==> src/hdl/csbe_params.svh <==
// Offsets, field positions, reset values and timing for the charge status encoder
`ifndef CSBE_PARAMS_SVH
`define CSBE_PARAMS_SVH

// ----------------------------------------------------------------------------
// Timing
// ----------------------------------------------------------------------------
`define CSBE_CLK_HZ 125000000
`define CSBE_CARRIER_HZ 35000
`define CSBE_CARRIER_CYC (`CSBE_CLK_HZ / `CSBE_CARRIER_HZ)
`define CSBE_NTC_BLINK_HZ 1
`define CSBE_BAD_BLINK_HZ 4
`define CSBE_NTC_HALF_PER (`CSBE_CARRIER_HZ / (2 * `CSBE_NTC_BLINK_HZ))
`define CSBE_BAD_HALF_PER (`CSBE_CARRIER_HZ / (2 * `CSBE_BAD_BLINK_HZ))
`define CSBE_NTC_DUTY_LO 6
`define CSBE_NTC_DUTY_HI 94
`define CSBE_BAD_DUTY_LO 12
`define CSBE_BAD_DUTY_HI 88
`define CSBE_BADBAT_S 1800
`define CSBE_SAFETY_S 14400
`define CSBE_BADBAT_CYC (64'(`CSBE_CLK_HZ) * 64'(`CSBE_BADBAT_S))
`define CSBE_SAFETY_CYC (64'(`CSBE_CLK_HZ) * 64'(`CSBE_SAFETY_S))

// ----------------------------------------------------------------------------
// Register map
// ----------------------------------------------------------------------------
`define CSBE_REG_CTRL 4'h0
`define CSBE_REG_STATUS 4'h4
`define CSBE_REG_INT_STAT 4'h8
`define CSBE_REG_INT_MASK 4'hC
`define CSBE_CTRL_CHG_EN 0
`define CSBE_CTRL_OTG_EN 1
`define CSBE_CTRL_RESET 8'h01
`define CSBE_INT_DONE 0
`define CSBE_INT_NTC 1
`define CSBE_INT_BADBAT 2
`define CSBE_INT_SHORT 3
`define CSBE_INT_EXPIRE 4
`define CSBE_INT_MASK_RESET 8'h00

`endif

==> src/hdl/csbe_pkg.sv <==
// Types shared by the charge status encoder modules
package csbe_pkg;
    typedef enum logic [1:0] {CSBE_SHOW_RELEASE, CSBE_SHOW_LOW, CSBE_SHOW_NTC, CSBE_SHOW_BAD}
        csbe_show_e;
    typedef enum logic [2:0] {CSBE_ST_OFF, CSBE_ST_TRICKLE, CSBE_ST_BULK, CSBE_ST_FLOAT,
        CSBE_ST_DONE, CSBE_ST_BADBAT} csbe_chg_e;
endpackage

==> src/hdl/csbe_pat_if.sv <==
// Pattern request and pin state between charger control and pattern generator
`timescale 1ns/1ns
interface csbe_pat_if;
    import csbe_pkg::*;
    csbe_show_e show;
    logic pin_low;
    logic boundary;
    modport gen (input show, output pin_low, output boundary);
    modport ctl (output show, input pin_low, input boundary);
endinterface

==> src/hdl/csbe_pattern_gen.sv <==
// Carrier, blink modulation and duty pattern generator for the status pin
`timescale 1ns/1ns
`include "csbe_params.svh"
module csbe_pattern_gen
    import csbe_pkg::*;
#(
    parameter int NTC_HALF_PER = `CSBE_NTC_HALF_PER,
    parameter int BAD_HALF_PER = `CSBE_BAD_HALF_PER
)(
    input wire logic clk_sys_i,
    input wire logic arst_n_i,
    csbe_pat_if.gen pat
);
    localparam int PER = `CSBE_CARRIER_CYC;
    localparam int BW = 16;

    if (PER < 100 || PER > 4095 || NTC_HALF_PER < 1 || BAD_HALF_PER < 1
        || NTC_HALF_PER > 65535 || BAD_HALF_PER > 65535)
    begin : g_chk
        $error("csbe_pattern_gen: unsupported period settings");
    end

    function automatic logic [11:0] duty_cyc(input int pct);
        return 12'(PER * pct / 100);
    endfunction

    logic [11:0] cnt_q, cnt_d;
    logic [BW-1:0] blink_q, blink_d;
    logic [BW-1:0] half;
    csbe_show_e show_q, show_d;
    logic phase_q, phase_d;
    logic pin_q, pin_d;
    logic wrap;

    // ------------------------------------------------------------------------
    // Next state
    // ------------------------------------------------------------------------
    always_comb
    begin
        wrap = (cnt_q == 12'(PER - 1));
        cnt_d = wrap ? 12'h000 : cnt_q + 12'h001;
        show_d = show_q;
        phase_d = phase_q;
        blink_d = blink_q;
        half = (show_q == CSBE_SHOW_NTC) ? BW'(NTC_HALF_PER) : BW'(BAD_HALF_PER);
        if (wrap)
        begin
            // New pattern only at a period edge, so no runt pulse
            if (pat.show != show_q)
            begin
                show_d = pat.show;
                phase_d = 1'b0;
                blink_d = '0;
            end
            else if (blink_q == half - BW'(1))
            begin
                blink_d = '0;
                phase_d = ~phase_q;
            end
            else
            begin
                blink_d = blink_q + BW'(1);
            end
        end
        case (show_d)
            CSBE_SHOW_RELEASE: pin_d = 1'b0;
            CSBE_SHOW_LOW: pin_d = 1'b1;
            CSBE_SHOW_NTC: pin_d = cnt_d < (phase_d ? duty_cyc(`CSBE_NTC_DUTY_HI)
                : duty_cyc(`CSBE_NTC_DUTY_LO));
            CSBE_SHOW_BAD: pin_d = cnt_d < (phase_d ? duty_cyc(`CSBE_BAD_DUTY_HI)
                : duty_cyc(`CSBE_BAD_DUTY_LO));
            default: pin_d = 1'b0;
        endcase
    end

    always_ff @(posedge clk_sys_i or negedge arst_n_i)
    begin
        if (!arst_n_i)
        begin
            cnt_q <= 12'h000;
            blink_q <= '0;
            show_q <= CSBE_SHOW_RELEASE;
            phase_q <= 1'b0;
            pin_q <= 1'b0;
        end
        else
        begin
            cnt_q <= cnt_d;
            blink_q <= blink_d;
            show_q <= show_d;
            phase_q <= phase_d;
            pin_q <= pin_d;
        end
    end

    assign pat.pin_low = pin_q;
    assign pat.boundary = wrap;

    // ------------------------------------------------------------------------
    // Checks
    // ------------------------------------------------------------------------
    a_release_hiz: assert property (@(posedge clk_sys_i) disable iff (!arst_n_i)
        show_q == CSBE_SHOW_RELEASE |-> !pin_q)
        else $error("pin driven while released");
    a_charging_low: assert property (@(posedge clk_sys_i) disable iff (!arst_n_i)
        show_q == CSBE_SHOW_LOW |-> pin_q)
        else $error("pin not low while charging");
    a_switch_boundary: assert property (@(posedge clk_sys_i) disable iff (!arst_n_i)
        show_q != $past(show_q) |-> cnt_q == 12'h000)
        else $error("pattern changed inside a period");
    a_carrier_start: assert property (@(posedge clk_sys_i) disable iff (!arst_n_i)
        (show_q == CSBE_SHOW_NTC || show_q == CSBE_SHOW_BAD) && cnt_q == 12'h000 |-> pin_q)
        else $error("fault period does not start low");
    a_duty_ntc_lo: assert property (@(posedge clk_sys_i) disable iff (!arst_n_i)
        show_q == CSBE_SHOW_NTC && !phase_q && cnt_q == duty_cyc(`CSBE_NTC_DUTY_LO)
        |-> !pin_q ##1 !pin_q)
        else $error("low duty too long");
    a_blink_phase: assert property (@(posedge clk_sys_i) disable iff (!arst_n_i)
        phase_q != $past(phase_q) |-> cnt_q == 12'h000)
        else $error("duty changed inside a period");
endmodule

==> src/hdl/csbe_top.sv <==
// Charger sequencing, thermistor pause, timers and status pin encoding
//
// Design decisions made here: the address-and-strobe port and the register offsets.
`timescale 1ns/1ns
`include "csbe_params.svh"
// Functional notes
// - Low charging, released idle, 35kHz on faults
// - Pin low from charge start through cycle
// - Release at float and one-tenth current
// - Fault duty alternates, each half blink
// - Temperature fault 6%/94% at 1Hz
// - Bad battery 12%/88% at 4Hz
// - Bad battery after half hour trickle
// - Ignore one-tenth threshold in current limit
// - Bus short in on-the-go shows bad-battery
// - Pause charging while thermistor hot or cold
// - Float-mode safety timer holds during temperature fault
// - Grounded thermistor disables temperature features
// - Four-hour safety timer from float voltage
module csbe_top
    import csbe_pkg::*;
#(
    parameter int NTC_HALF_PER = `CSBE_NTC_HALF_PER,
    parameter int BAD_HALF_PER = `CSBE_BAD_HALF_PER,
    parameter longint BADBAT_CYC = `CSBE_BADBAT_CYC,
    parameter longint SAFETY_CYC = `CSBE_SAFETY_CYC
)(
    input wire logic clk_sys_i,
    input wire logic arst_n_i,
    input wire logic [3:0] reg_addr_i,
    input wire logic [7:0] reg_wdata_i,
    input wire logic reg_wr_i,
    input wire logic reg_rd_i,
    output logic [7:0] reg_rdata_o,
    input wire logic bat_below_trickle_i,
    input wire logic bat_at_float_i,
    input wire logic chg_below_tenth_i,
    input wire logic input_current_limit_i,
    input wire logic bat_below_recharge_i,
    input wire logic thermistor_hot_i,
    input wire logic thermistor_cold_i,
    input wire logic thermistor_sense_grounded_i,
    input wire logic otg_short_i,
    output logic charge_status_output_o,
    output logic charge_status_output_oe_o,
    output logic charge_deliver_o,
    output logic trickle_current_o,
    output logic irq_o
);
    localparam int TW = 42;

    if (BADBAT_CYC < 2 || SAFETY_CYC < 2 || BADBAT_CYC >= (64'd1 << TW)
        || SAFETY_CYC >= (64'd1 << TW))
    begin : g_chk
        $error("csbe_top: timer length out of range");
    end

    function automatic logic active_state(input csbe_chg_e s);
        return s == CSBE_ST_TRICKLE || s == CSBE_ST_BULK || s == CSBE_ST_FLOAT;
    endfunction

    // ------------------------------------------------------------------------
    // Pin synchronisers
    // ------------------------------------------------------------------------
    logic [8:0] pins_raw;
    logic [8:0] sync1_q, sync2_q;
    assign pins_raw = {otg_short_i, thermistor_sense_grounded_i, thermistor_cold_i,
        thermistor_hot_i, bat_below_recharge_i, input_current_limit_i,
        chg_below_tenth_i, bat_at_float_i, bat_below_trickle_i};

    always_ff @(posedge clk_sys_i or negedge arst_n_i)
    begin
        if (!arst_n_i)
        begin
            sync1_q <= 9'h000;
            sync2_q <= 9'h000;
        end
        else
        begin
            sync1_q <= pins_raw;
            sync2_q <= sync1_q;
        end
    end

    logic below_trkl, at_float, below_tenth, in_ilim, below_rechg;
    logic ntc_hot, ntc_cold, ntc_gnd, otg_short, temp_bad;
    assign {otg_short, ntc_gnd, ntc_cold, ntc_hot, below_rechg, in_ilim,
        below_tenth, at_float, below_trkl} = sync2_q;
    assign temp_bad = (ntc_hot | ntc_cold) & ~ntc_gnd;

    // ------------------------------------------------------------------------
    // Registers
    // ------------------------------------------------------------------------
    logic [7:0] ctrl_q, ctrl_d, mask_q, mask_d, istat_q, istat_d, rdata_q, rdata_d;
    logic [7:0] status_v, events;
    logic chg_en, otg_en;
    assign chg_en = ctrl_q[`CSBE_CTRL_CHG_EN];
    assign otg_en = ctrl_q[`CSBE_CTRL_OTG_EN];

    // ------------------------------------------------------------------------
    // Charger sequence and timers
    // ------------------------------------------------------------------------
    csbe_chg_e st_q, st_d;
    logic [TW-1:0] bad_tmr_q, bad_tmr_d, safe_tmr_q, safe_tmr_d;
    logic rel_q, rel_d, tbad_q, short_q;
    logic expire;

    always_comb
    begin
        st_d = st_q;
        bad_tmr_d = bad_tmr_q;
        safe_tmr_d = safe_tmr_q;
        rel_d = rel_q;
        expire = 1'b0;
        case (st_q)
            CSBE_ST_OFF:
            begin
                bad_tmr_d = '0;
                safe_tmr_d = '0;
                rel_d = 1'b0;
                if (chg_en)
                    st_d = below_trkl ? CSBE_ST_TRICKLE : CSBE_ST_BULK;
            end
            CSBE_ST_TRICKLE:
            begin
                if (!below_trkl)
                begin
                    bad_tmr_d = '0;
                    st_d = CSBE_ST_BULK;
                end
                else if (bad_tmr_q == TW'(BADBAT_CYC - 1))
                    st_d = CSBE_ST_BADBAT;
                else
                    bad_tmr_d = bad_tmr_q + TW'(1);
            end
            CSBE_ST_BULK:
            begin
                if (at_float)
                begin
                    safe_tmr_d = '0;
                    st_d = CSBE_ST_FLOAT;
                end
            end
            CSBE_ST_FLOAT:
            begin
                // Current limit can fake a low charge current
                if (below_tenth && !in_ilim)
                    rel_d = 1'b1;
                if (temp_bad)
                    safe_tmr_d = safe_tmr_q;
                else if (safe_tmr_q == TW'(SAFETY_CYC - 1))
                begin
                    expire = 1'b1;
                    rel_d = 1'b1;
                    st_d = CSBE_ST_DONE;
                end
                else
                    safe_tmr_d = safe_tmr_q + TW'(1);
            end
            CSBE_ST_DONE:
            begin
                if (below_rechg)
                begin
                    rel_d = 1'b0;
                    safe_tmr_d = '0;
                    st_d = CSBE_ST_BULK;
                end
            end
            CSBE_ST_BADBAT: st_d = CSBE_ST_BADBAT;
            default: st_d = CSBE_ST_OFF;
        endcase
        if (!chg_en)
            st_d = CSBE_ST_OFF;
    end

    always_ff @(posedge clk_sys_i or negedge arst_n_i)
    begin
        if (!arst_n_i)
        begin
            st_q <= CSBE_ST_OFF;
            bad_tmr_q <= '0;
            safe_tmr_q <= '0;
            rel_q <= 1'b0;
            tbad_q <= 1'b0;
            short_q <= 1'b0;
        end
        else
        begin
            st_q <= st_d;
            bad_tmr_q <= bad_tmr_d;
            safe_tmr_q <= safe_tmr_d;
            rel_q <= rel_d;
            tbad_q <= temp_bad & chg_en;
            short_q <= otg_short & otg_en;
        end
    end

    assign charge_deliver_o = active_state(st_q) && !temp_bad;
    assign trickle_current_o = (st_q == CSBE_ST_TRICKLE);

    // ------------------------------------------------------------------------
    // Status pattern selection
    // ------------------------------------------------------------------------
    csbe_pat_if pat ();
    csbe_show_e show;

    always_comb
    begin
        if (st_q == CSBE_ST_BADBAT || (otg_en && otg_short))
            show = CSBE_SHOW_BAD;
        else if (chg_en && temp_bad)
            show = CSBE_SHOW_NTC;
        else if (active_state(st_q) && !rel_q)
            show = CSBE_SHOW_LOW;
        else
            show = CSBE_SHOW_RELEASE;
    end
    assign pat.show = show;

    csbe_pattern_gen #(
        .NTC_HALF_PER(NTC_HALF_PER),
        .BAD_HALF_PER(BAD_HALF_PER)
    ) u_gen (
        .clk_sys_i(clk_sys_i),
        .arst_n_i(arst_n_i),
        .pat(pat)
    );

    // Open drain: only ever pulls low
    assign charge_status_output_o = 1'b0;
    assign charge_status_output_oe_o = pat.pin_low;

    // ------------------------------------------------------------------------
    // Register bank and interrupts
    // ------------------------------------------------------------------------
    assign events = {3'b000,
        expire,
        otg_en & otg_short & ~short_q,
        (st_d == CSBE_ST_BADBAT) & (st_q != CSBE_ST_BADBAT),
        chg_en & temp_bad & ~tbad_q,
        rel_d & ~rel_q};
    assign status_v = {pat.pin_low, otg_short & otg_en, temp_bad, st_q == CSBE_ST_BADBAT,
        rel_q, st_q};

    always_comb
    begin
        ctrl_d = ctrl_q;
        mask_d = mask_q;
        istat_d = istat_q;
        rdata_d = 8'h00;
        if (reg_wr_i)
        begin
            case (reg_addr_i)
                `CSBE_REG_CTRL: ctrl_d = reg_wdata_i & 8'h03;
                `CSBE_REG_INT_MASK: mask_d = reg_wdata_i & 8'h1F;
                `CSBE_REG_INT_STAT: istat_d = istat_q & ~reg_wdata_i;
                default: ctrl_d = ctrl_q;
            endcase
        end
        // Set wins over a simultaneous clear
        istat_d = istat_d | events;
        if (reg_rd_i)
        begin
            case (reg_addr_i)
                `CSBE_REG_CTRL: rdata_d = ctrl_q;
                `CSBE_REG_STATUS: rdata_d = status_v;
                `CSBE_REG_INT_STAT: rdata_d = istat_q;
                `CSBE_REG_INT_MASK: rdata_d = mask_q;
                default: rdata_d = 8'h00;
            endcase
        end
    end

    always_ff @(posedge clk_sys_i or negedge arst_n_i)
    begin
        if (!arst_n_i)
        begin
            ctrl_q <= `CSBE_CTRL_RESET;
            mask_q <= `CSBE_INT_MASK_RESET;
            istat_q <= 8'h00;
            rdata_q <= 8'h00;
        end
        else
        begin
            ctrl_q <= ctrl_d;
            mask_q <= mask_d;
            istat_q <= istat_d;
            rdata_q <= rdata_d;
        end
    end

    assign reg_rdata_o = rdata_q;
    assign irq_o = |(istat_q & mask_q);

    // ------------------------------------------------------------------------
    // Checks
    // ------------------------------------------------------------------------
    a_badbat_pattern: assert property (@(posedge clk_sys_i) disable iff (!arst_n_i)
        st_q == CSBE_ST_BADBAT |-> show == CSBE_SHOW_BAD)
        else $error("bad battery not shown");
    a_pause_charge: assert property (@(posedge clk_sys_i) disable iff (!arst_n_i)
        temp_bad |-> !charge_deliver_o)
        else $error("charging during temperature fault");
    a_ntc_disable: assert property (@(posedge clk_sys_i) disable iff (!arst_n_i)
        ntc_gnd |-> show != CSBE_SHOW_NTC && !temp_bad)
        else $error("thermistor active while grounded");
    a_safety_hold: assert property (@(posedge clk_sys_i) disable iff (!arst_n_i)
        st_q == CSBE_ST_FLOAT && temp_bad && chg_en |=> safe_tmr_q == $past(safe_tmr_q))
        else $error("safety timer ran during fault");
    a_otg_short: assert property (@(posedge clk_sys_i) disable iff (!arst_n_i)
        otg_en && otg_short |-> show == CSBE_SHOW_BAD)
        else $error("bus short not shown");
    a_ilim_hold: assert property (@(posedge clk_sys_i) disable iff (!arst_n_i)
        st_q == CSBE_ST_FLOAT && in_ilim && !rel_q && safe_tmr_q != TW'(SAFETY_CYC - 1)
        |=> !rel_q)
        else $error("released in current limit");
    a_safety_expire: assert property (@(posedge clk_sys_i) disable iff (!arst_n_i)
        st_q == CSBE_ST_DONE |-> !charge_deliver_o && $past(st_q) inside
        {CSBE_ST_FLOAT, CSBE_ST_DONE})
        else $error("charge delivered after expiry");
    a_rise_boundary: assert property (@(posedge clk_sys_i) disable iff (!arst_n_i)
        pat.pin_low && !$past(pat.pin_low) |-> $past(pat.boundary))
        else $error("pin pulled low inside a period");
endmodule

==> config.mk <==
export PLATFORM = sky130hd
export DESIGN_NAME = csbe_top
export DESIGN_NICKNAME = d
export VERILOG_FILES = /design/src/hdl/csbe_pkg.sv /design/src/hdl/csbe_pat_if.sv /design/src/hdl/csbe_pattern_gen.sv /design/src/hdl/csbe_top.sv
export VERILOG_INCLUDE_DIRS = /design/src /design/src/hdl
export SDC_FILE = /design/constraint.sdc
export NUM_CORES = 1
export LEC_CHECK = 0
export ABC_AREA = 1
export BUFFER_PORTS_ARGS = -buffer_cell sky130_fd_sc_hd__buf_4
export CAP_MARGIN = 20
export CORE_AREA = 3 3 167 202
export DETAILED_ROUTE_END_ITERATION = 16
export DIE_AREA = 0 0 170 205
export PLACE_DENSITY = 0.43
export SLEW_MARGIN = 25
export SYNTH_ARGS = -nofsm -noshare
export SYNTH_HDL_FRONTEND = slang
export SYNTH_SLANG_ARGS = --single-unit
==> constraint.sdc <==
create_clock -name clk_sys_i -period 3.49 [get_ports clk_sys_i]
set_clock_uncertainty 0.1 [all_clocks]
set_input_delay 0.349 -clock clk_sys_i [delete_from_list [all_inputs] [get_ports clk_sys_i]]
set_output_delay 0.349 -clock clk_sys_i [all_outputs]
set_load 0.01 [all_outputs]
== Word-level counts from Yosys, hierarchy flattened ==
Index checks and enable logic that the tools add are counted.

* $add $sub $neg: 5
* Magnitude comparators: 2
* Equality and inequality tests: 24
* Multiplexer cells: 44
* Bitwise logic cells: 17
* Reductions and logical operators: 21

{| class="wikitable"
|+ Operators by type and width
! operator !! count
|-
| $mux 42 || 6
|-
| $pmux 42 s4 || 1
|-
| $add 42x1->42 const B || 2
|-
| $pmux 42 s2 || 1
|-
| $eq 42x38->1 const B || 1
|-
| $eq 42x41->1 const B || 1
|-
| $mux 12 || 3
|-
| $mux 16 || 2
|-
| $pmux 8 s4 || 1
|-
| $lt 12x12->1 || 2
|-
| $mux 8 || 3
|-
| $mux 3 || 7
|-
| $pmux 3 s6 || 1
|-
| $add 16x1->16 const B || 1
|-
| $eq 16x16->1 || 1
|-
| $sub 16x1->16 const B || 1
|-
| $mux 15 || 1
|-
| $add 12x1->12 const B || 1
|-
| $eq 12x12->1 const B || 1
|-
| $mux 1 || 11
|-
| $mux 2 || 5
|-
| $eq 3x3->1 const B || 3
|-
| $and 8x5->8 || 1
|-
| $and 8x8->8 || 1
|-
| other kinds (27) || 55
|}

* Bits in registers: 163
* Bits of input ports: 25
* Output and inout bits: 13
* Logic and storage cells: 130

== Longest topological paths before layout ==
* Word-level depth: 13
* Mapped depth: 23
* Gate-level depth less buffers: 23

== By module ==
A second synthesis with hierarchy kept.

* Cell total of the unflattened synthesis: 1405
* Area total of the unflattened synthesis: 9944.5 µm²

{| class="wikitable"
|+ By module, submodules not included
! module !! times used !! cells an instance !! area an instance (µm²) !! seq. area each (µm²)
|-
| csbe_top || 1 || 1106 || 7773.7 || 3279.4
|-
| csbe_pattern_gen || 1 || 299 || 2170.8 || 800.8
|}

== Worst setup path before layout ==
OpenSTA, ideal clock, no wires.

* Path type: register -> register
* Start: reg u_gen.cnt_q[0]
* End: reg u_gen.pin_q (netlist: u_gen.pat.pin_low)
* Library setup time: 0.124 ns
* Arrival: 2.506 ns
* Data required time: 3.266 ns
* Slack: 0.759 ns
* Cell stages (with the launch flop): 19
* Path buffers: 0
* Period minus slack after synthesis: 2.731 ns
* Cell sequence: dfrtp_1 inv_1 ha_1 nand3_1 nor3_4 nand3_2 nand3_4 inv_2 ha_1 inv_1 or2_2 a21oi_1 nand2_1 nand2_1 nand2_1 nand3_1 nand2_1 nand3_1 nand3_1

* Cells in the longest elaborated chain, start to end: 5
* Elaborated cells between the ends (all ways): 14
* Classes of those cells: add/sub: 1; order compare: 2; eq/ne: 4; mux: 6; reduce/logical: 1

{| class="wikitable"
|+ RTL lines
! item !! line !! source
|-
| start: declaration || csbe_pattern_gen.sv:27 || <nowiki>logic [11:0] cnt_q, cnt_d;</nowiki>
|-
| start signal: assignment || csbe_pattern_gen.sv:88 || <nowiki>cnt_q <= cnt_d;</nowiki>
|-
| $eq 12x12->1 (*) || csbe_pattern_gen.sv:40 || <nowiki>wrap = (cnt_q == 12'(PER - 1));</nowiki>
|-
| $mux 1 (*) || csbe_pattern_gen.sv:46 || <nowiki>if (wrap)</nowiki>
|-
| named net u_gen.phase_d || csbe_pattern_gen.sv:31 || <nowiki>logic phase_q, phase_d;</nowiki>
|-
| $mux 12, on equally long branches || csbe_pattern_gen.sv:70, csbe_pattern_gen.sv:68 ||
|-
| $lt 12x12->1, on equally long branches || csbe_pattern_gen.sv:70, csbe_pattern_gen.sv:68 ||
|-
| $pmux 1 s4 (*) || csbe_pattern_gen.sv:65 || <nowiki>case (show_d)</nowiki>
|-
| named net u_gen.pin_d || csbe_pattern_gen.sv:32 || <nowiki>logic pin_q, pin_d;</nowiki>
|-
| end signal: assignment || csbe_pattern_gen.sv:92 || <nowiki>pin_q <= pin_d;</nowiki>
|-
| end: declaration || csbe_pattern_gen.sv:32 ||
|}

The timed path passes the listed nets; every way through them passes the cells marked *.
A chain may end at the register's enable or synchronous reset.

== Worst setup path in the final report ==
Same ends and word-level chain as after synthesis.

==> metrics.log <==
[metrics] status: finished clean
[metrics] transition time at the pin with the least slew margin: 0.845 ns
[metrics] Final GP Congestion: 0.899
[metrics] global router's overall resource usage: between 15 and 20%
[metrics] power density of the placed cells: 397 nW/um^2
[metrics] Nets: ~1400
[metrics] CTS Sinks: 163
[metrics] effective utilization at floorplan: 29.7%
[metrics] area of the multi-input gates: 4720 sq um
[metrics] ys async rst share: 100%
[metrics] Die Outline Area: between 30000 and 40000 sq um
[metrics] overall via count from detail_route: around 8500
[metrics] Die Span Y: between 200 and 250 microns
[metrics] number of synthesized flops with an enable pin: 0
[metrics] Critical Path RT: 3.71 ns
[metrics] layout-stage area growth over the synthesis result: 16.6%
[metrics] latest clock arrival within the worst-skew pair: 0.44 ns
[metrics] maximum number of pins on one net before global-route repair: about 80
[metrics] number of nets in the synthesized netlist: approximately 1300
[metrics] first-pass GRT wire length: roughly 47000 microns
[metrics] kind of launch point of the worst setup path: register
[metrics] distinct cell type count after synthesis: 55
[metrics] most common library cell in the layout ignoring fill and taps: nand2_1
[metrics] worst min-delay path class: in2reg
[metrics] clock-pin slew of the registers on the worst-case setup and hold paths: 0.07 ns
[metrics] cell row count: 72
[metrics] arrival time at the worst endpoint: between 3 and 4 ns
[metrics] DRC: 0
[metrics] summed negative setup slack over all endpoints: 0 ns
[metrics] number of fillers in the final layout: 3410
[metrics] Die Span X: 170 microns
[metrics] H-tree levels: 4
[metrics] leftover overflow at the end of global routing: 0
[metrics] highest clock rate: 331 MHz
[metrics] clock period minus final worst setup slack: 3.02 ns
[metrics] share of cells above drive strength 1: roughly a tenth
[metrics] kind of critical path: reg2reg
[metrics] post-route worst hold slack: 0.0227 ns
[metrics] post-synthesis instance total: 1257
[metrics] number of inserted diodes: 0
[metrics] Bufs on Longest Clock Path: 2
[metrics] static leakage power: 4.55 nW
[metrics] clock root buffer master: clkbuf_16
[metrics] share of the clock period used by the worst path: 86.6%
[metrics] initial antenna violation count: 0
[metrics] count of buffers from port buffering: 36
[metrics] pre-CTS setup slack: 0.474 ns
[metrics] max-cap violations: 0
[metrics] cell area after layout: 11100 sq um
[metrics] most frequent cells in the layout: nand2_1 (289), inv_1 (162), dfrtp_1 (162)
[metrics] synthesized area per cell: between 7 and 8 sq um
[metrics] Hold Vio Cnt, Final: 0
[metrics] setup ws final: 0.469 ns
[metrics] routed len/inst: 16.3 microns
[metrics] iteration count of the initial detailed-routing pass: 5
[metrics] Post-Syn Area: about 9500 sq um
[metrics] standard cell area after detailed placement: 10400 sq um
[metrics] register area: 4080 sq um
[metrics] Setup-failing EPs final: 0
[metrics] sequential element share of the synthesized area: 42.8%
[metrics] remaining max-slew budget at the tightest pin: 43.6%
[metrics] Post-DRT Antenna Nets: 0
[metrics] most instantiated flip-flop cell in the synthesis netlist: dfrtp_1
[metrics] number of buffers added by the clock tree synthesis step: 17
[metrics] RSZ-0062 raised after global routing: false
[metrics] clock tree from TritonCTS: yes
[metrics] dpl hpwl: 21900 microns
[metrics] Setup Fix Bufs, Post-CTS: 0
[metrics] Post-Route WL: 28500 microns
[metrics] final number of max-transition violations: 0
[metrics] vias in the first global route: 8830
[metrics] number of synthesis warnings: 0
[metrics] I/O pin total: 38
[metrics] drt initial violations: roughly 600
[metrics] Worst VDD drop: 0.000324 V
[metrics] number of vias per cell: 4.89
[metrics] category of the worst setup path capture point: register
[metrics] #FFs+latches synth: 163
[metrics] CP Max Fanout: 6
[metrics] area of the core: 32100 sq um
## repair_timing
action,in CTS,in global routing
setup endpoints to repair,0,0
gates resized for setup,0,0
endpoints found under the hold margin,90,0
hold buffers,13,0
## state kept, by name, indices dropped and copies added, names as in the netlist
name	flops
u_gen.cnt_q	12
istat_q	8
safe_tmr_q	42
sync1_q	9
sync2_q	9
ctrl_q	2
u_gen.phase_q	1
u_gen.pat.pin_low	1
u_gen.blink_q	16
st_q	3
rel_q	1
tbad_q	1
short_q	1
reg_rdata_o	8
bad_tmr_q	42
mask_q	5
u_gen.show_q	2
## path summary, 6_finish.rpt
check                          startpoint           endpoint  slack [ns]  depth (start not counted)
max                        u_gen.cnt_q[0]  u_gen.pat.pin_low        0.47                         20
max in group asynchronous        arst_n_i      bad_tmr_q[10]        1.96                          3
min in group asynchronous        arst_n_i      bad_tmr_q[33]        0.44                          2
min reg2reg                    sync1_q[7]         sync2_q[7]        0.25                          0
min                              reg_rd_i     reg_rdata_o[3]        0.02                          3
max reg2reg                u_gen.cnt_q[0]  u_gen.pat.pin_low        0.47                         20
## critical path, cell delays in order, from the launching register on
cell and delay, ns:
dfrtp_1 0.41, inv_1 0.07, ha_1 0.18, inv_1 0.05, nor2_1 0.10, nand3_1 0.22, inv_1 0.22, nand2_1 0.16
nand3_4 0.13, inv_2 0.08, ha_1 0.32, inv_1 0.06, or2_2 0.27, a21oi_1 0.12, nand2_1 0.06, nand2_1 0.06
nand2_1 0.05, nand3_1 0.06, nand2_1 0.05, nand3_1 0.06, nand3_1 0.06
## kinds of logic (layout without fill, tap and decap cells)
kind of cell             count (synthesis)  in the layout  share of synthesized area, %
AND/OR/NAND/NOR                        689            689                          33.1
buffers and inverters                  190            270                          7.70
flip-flops                             163            163                          42.8
AO/OA/AOI/OAI                          153            153                          10.2
XOR/XNOR                                48             48                          4.41
adder cells (fa/ha/maj)                 13             13                          1.71
other                                    1              1                        0.0393
## stage by stage
| step | util (%) | instances | total power, W |
|---|---|---|---|
| 2_1_floorplan | - | 1257 | 0.00229 |
| 3_3_place_gp | 32.4 | 1699 | 0.00249 |
| 3_5_place_dp | 32.4 | 1699 | 0.00249 |
| 4_1_cts | 34.7 | 1744 | 0.00451 |
| 5_1_grt | 34.7 | 1744 | 0.00464 |
| 6_report | 34.7 | 1744 | 0.00442 |
## cells in the mapped netlist, drive strengths merged (13+ instances only)
master	instances	area [sq um]
nand2	297	1140
inv	171	642
nor2	168	663
dfrtp	162	4050
nand3	69	368
nor3	67	383
o21ai	55	275
nand4	41	257
xor2	41	359
nor4	38	278
a21oi	33	169
o31ai	26	195
ha	13	163
## power by group
group / internal, W / total (W) / switching (W)
sequential: 0.00194 / 0.00199 / 0.0000453
combinational: 0.000135 / 0.000461 / 0.000326
clock: 0.00110 / 0.00196 / 0.000869
## metal layers
metal | global-route usage, % | wire length, microns | up-vias
met5 | 0 | 0 | -
li1 | - | - | 4324
met2 | 31.3 | 15000 | 139
met3 | 2.26 | 613 | 52
met4 | 7.30 | 948 | 0
met1 | 19.6 | 11900 | 4008
## cell type report
type                    instances  area share, %
well taps                     407           4.58
clock buffers                  18           3.95
repair buffers                 66           5.01
clock inverters                14           1.52
flip-flops and latches        163           36.7
inverters                     172           5.80
multi-input cells             904           42.5
No activity file was read; power rests on OpenSTA's default activity.
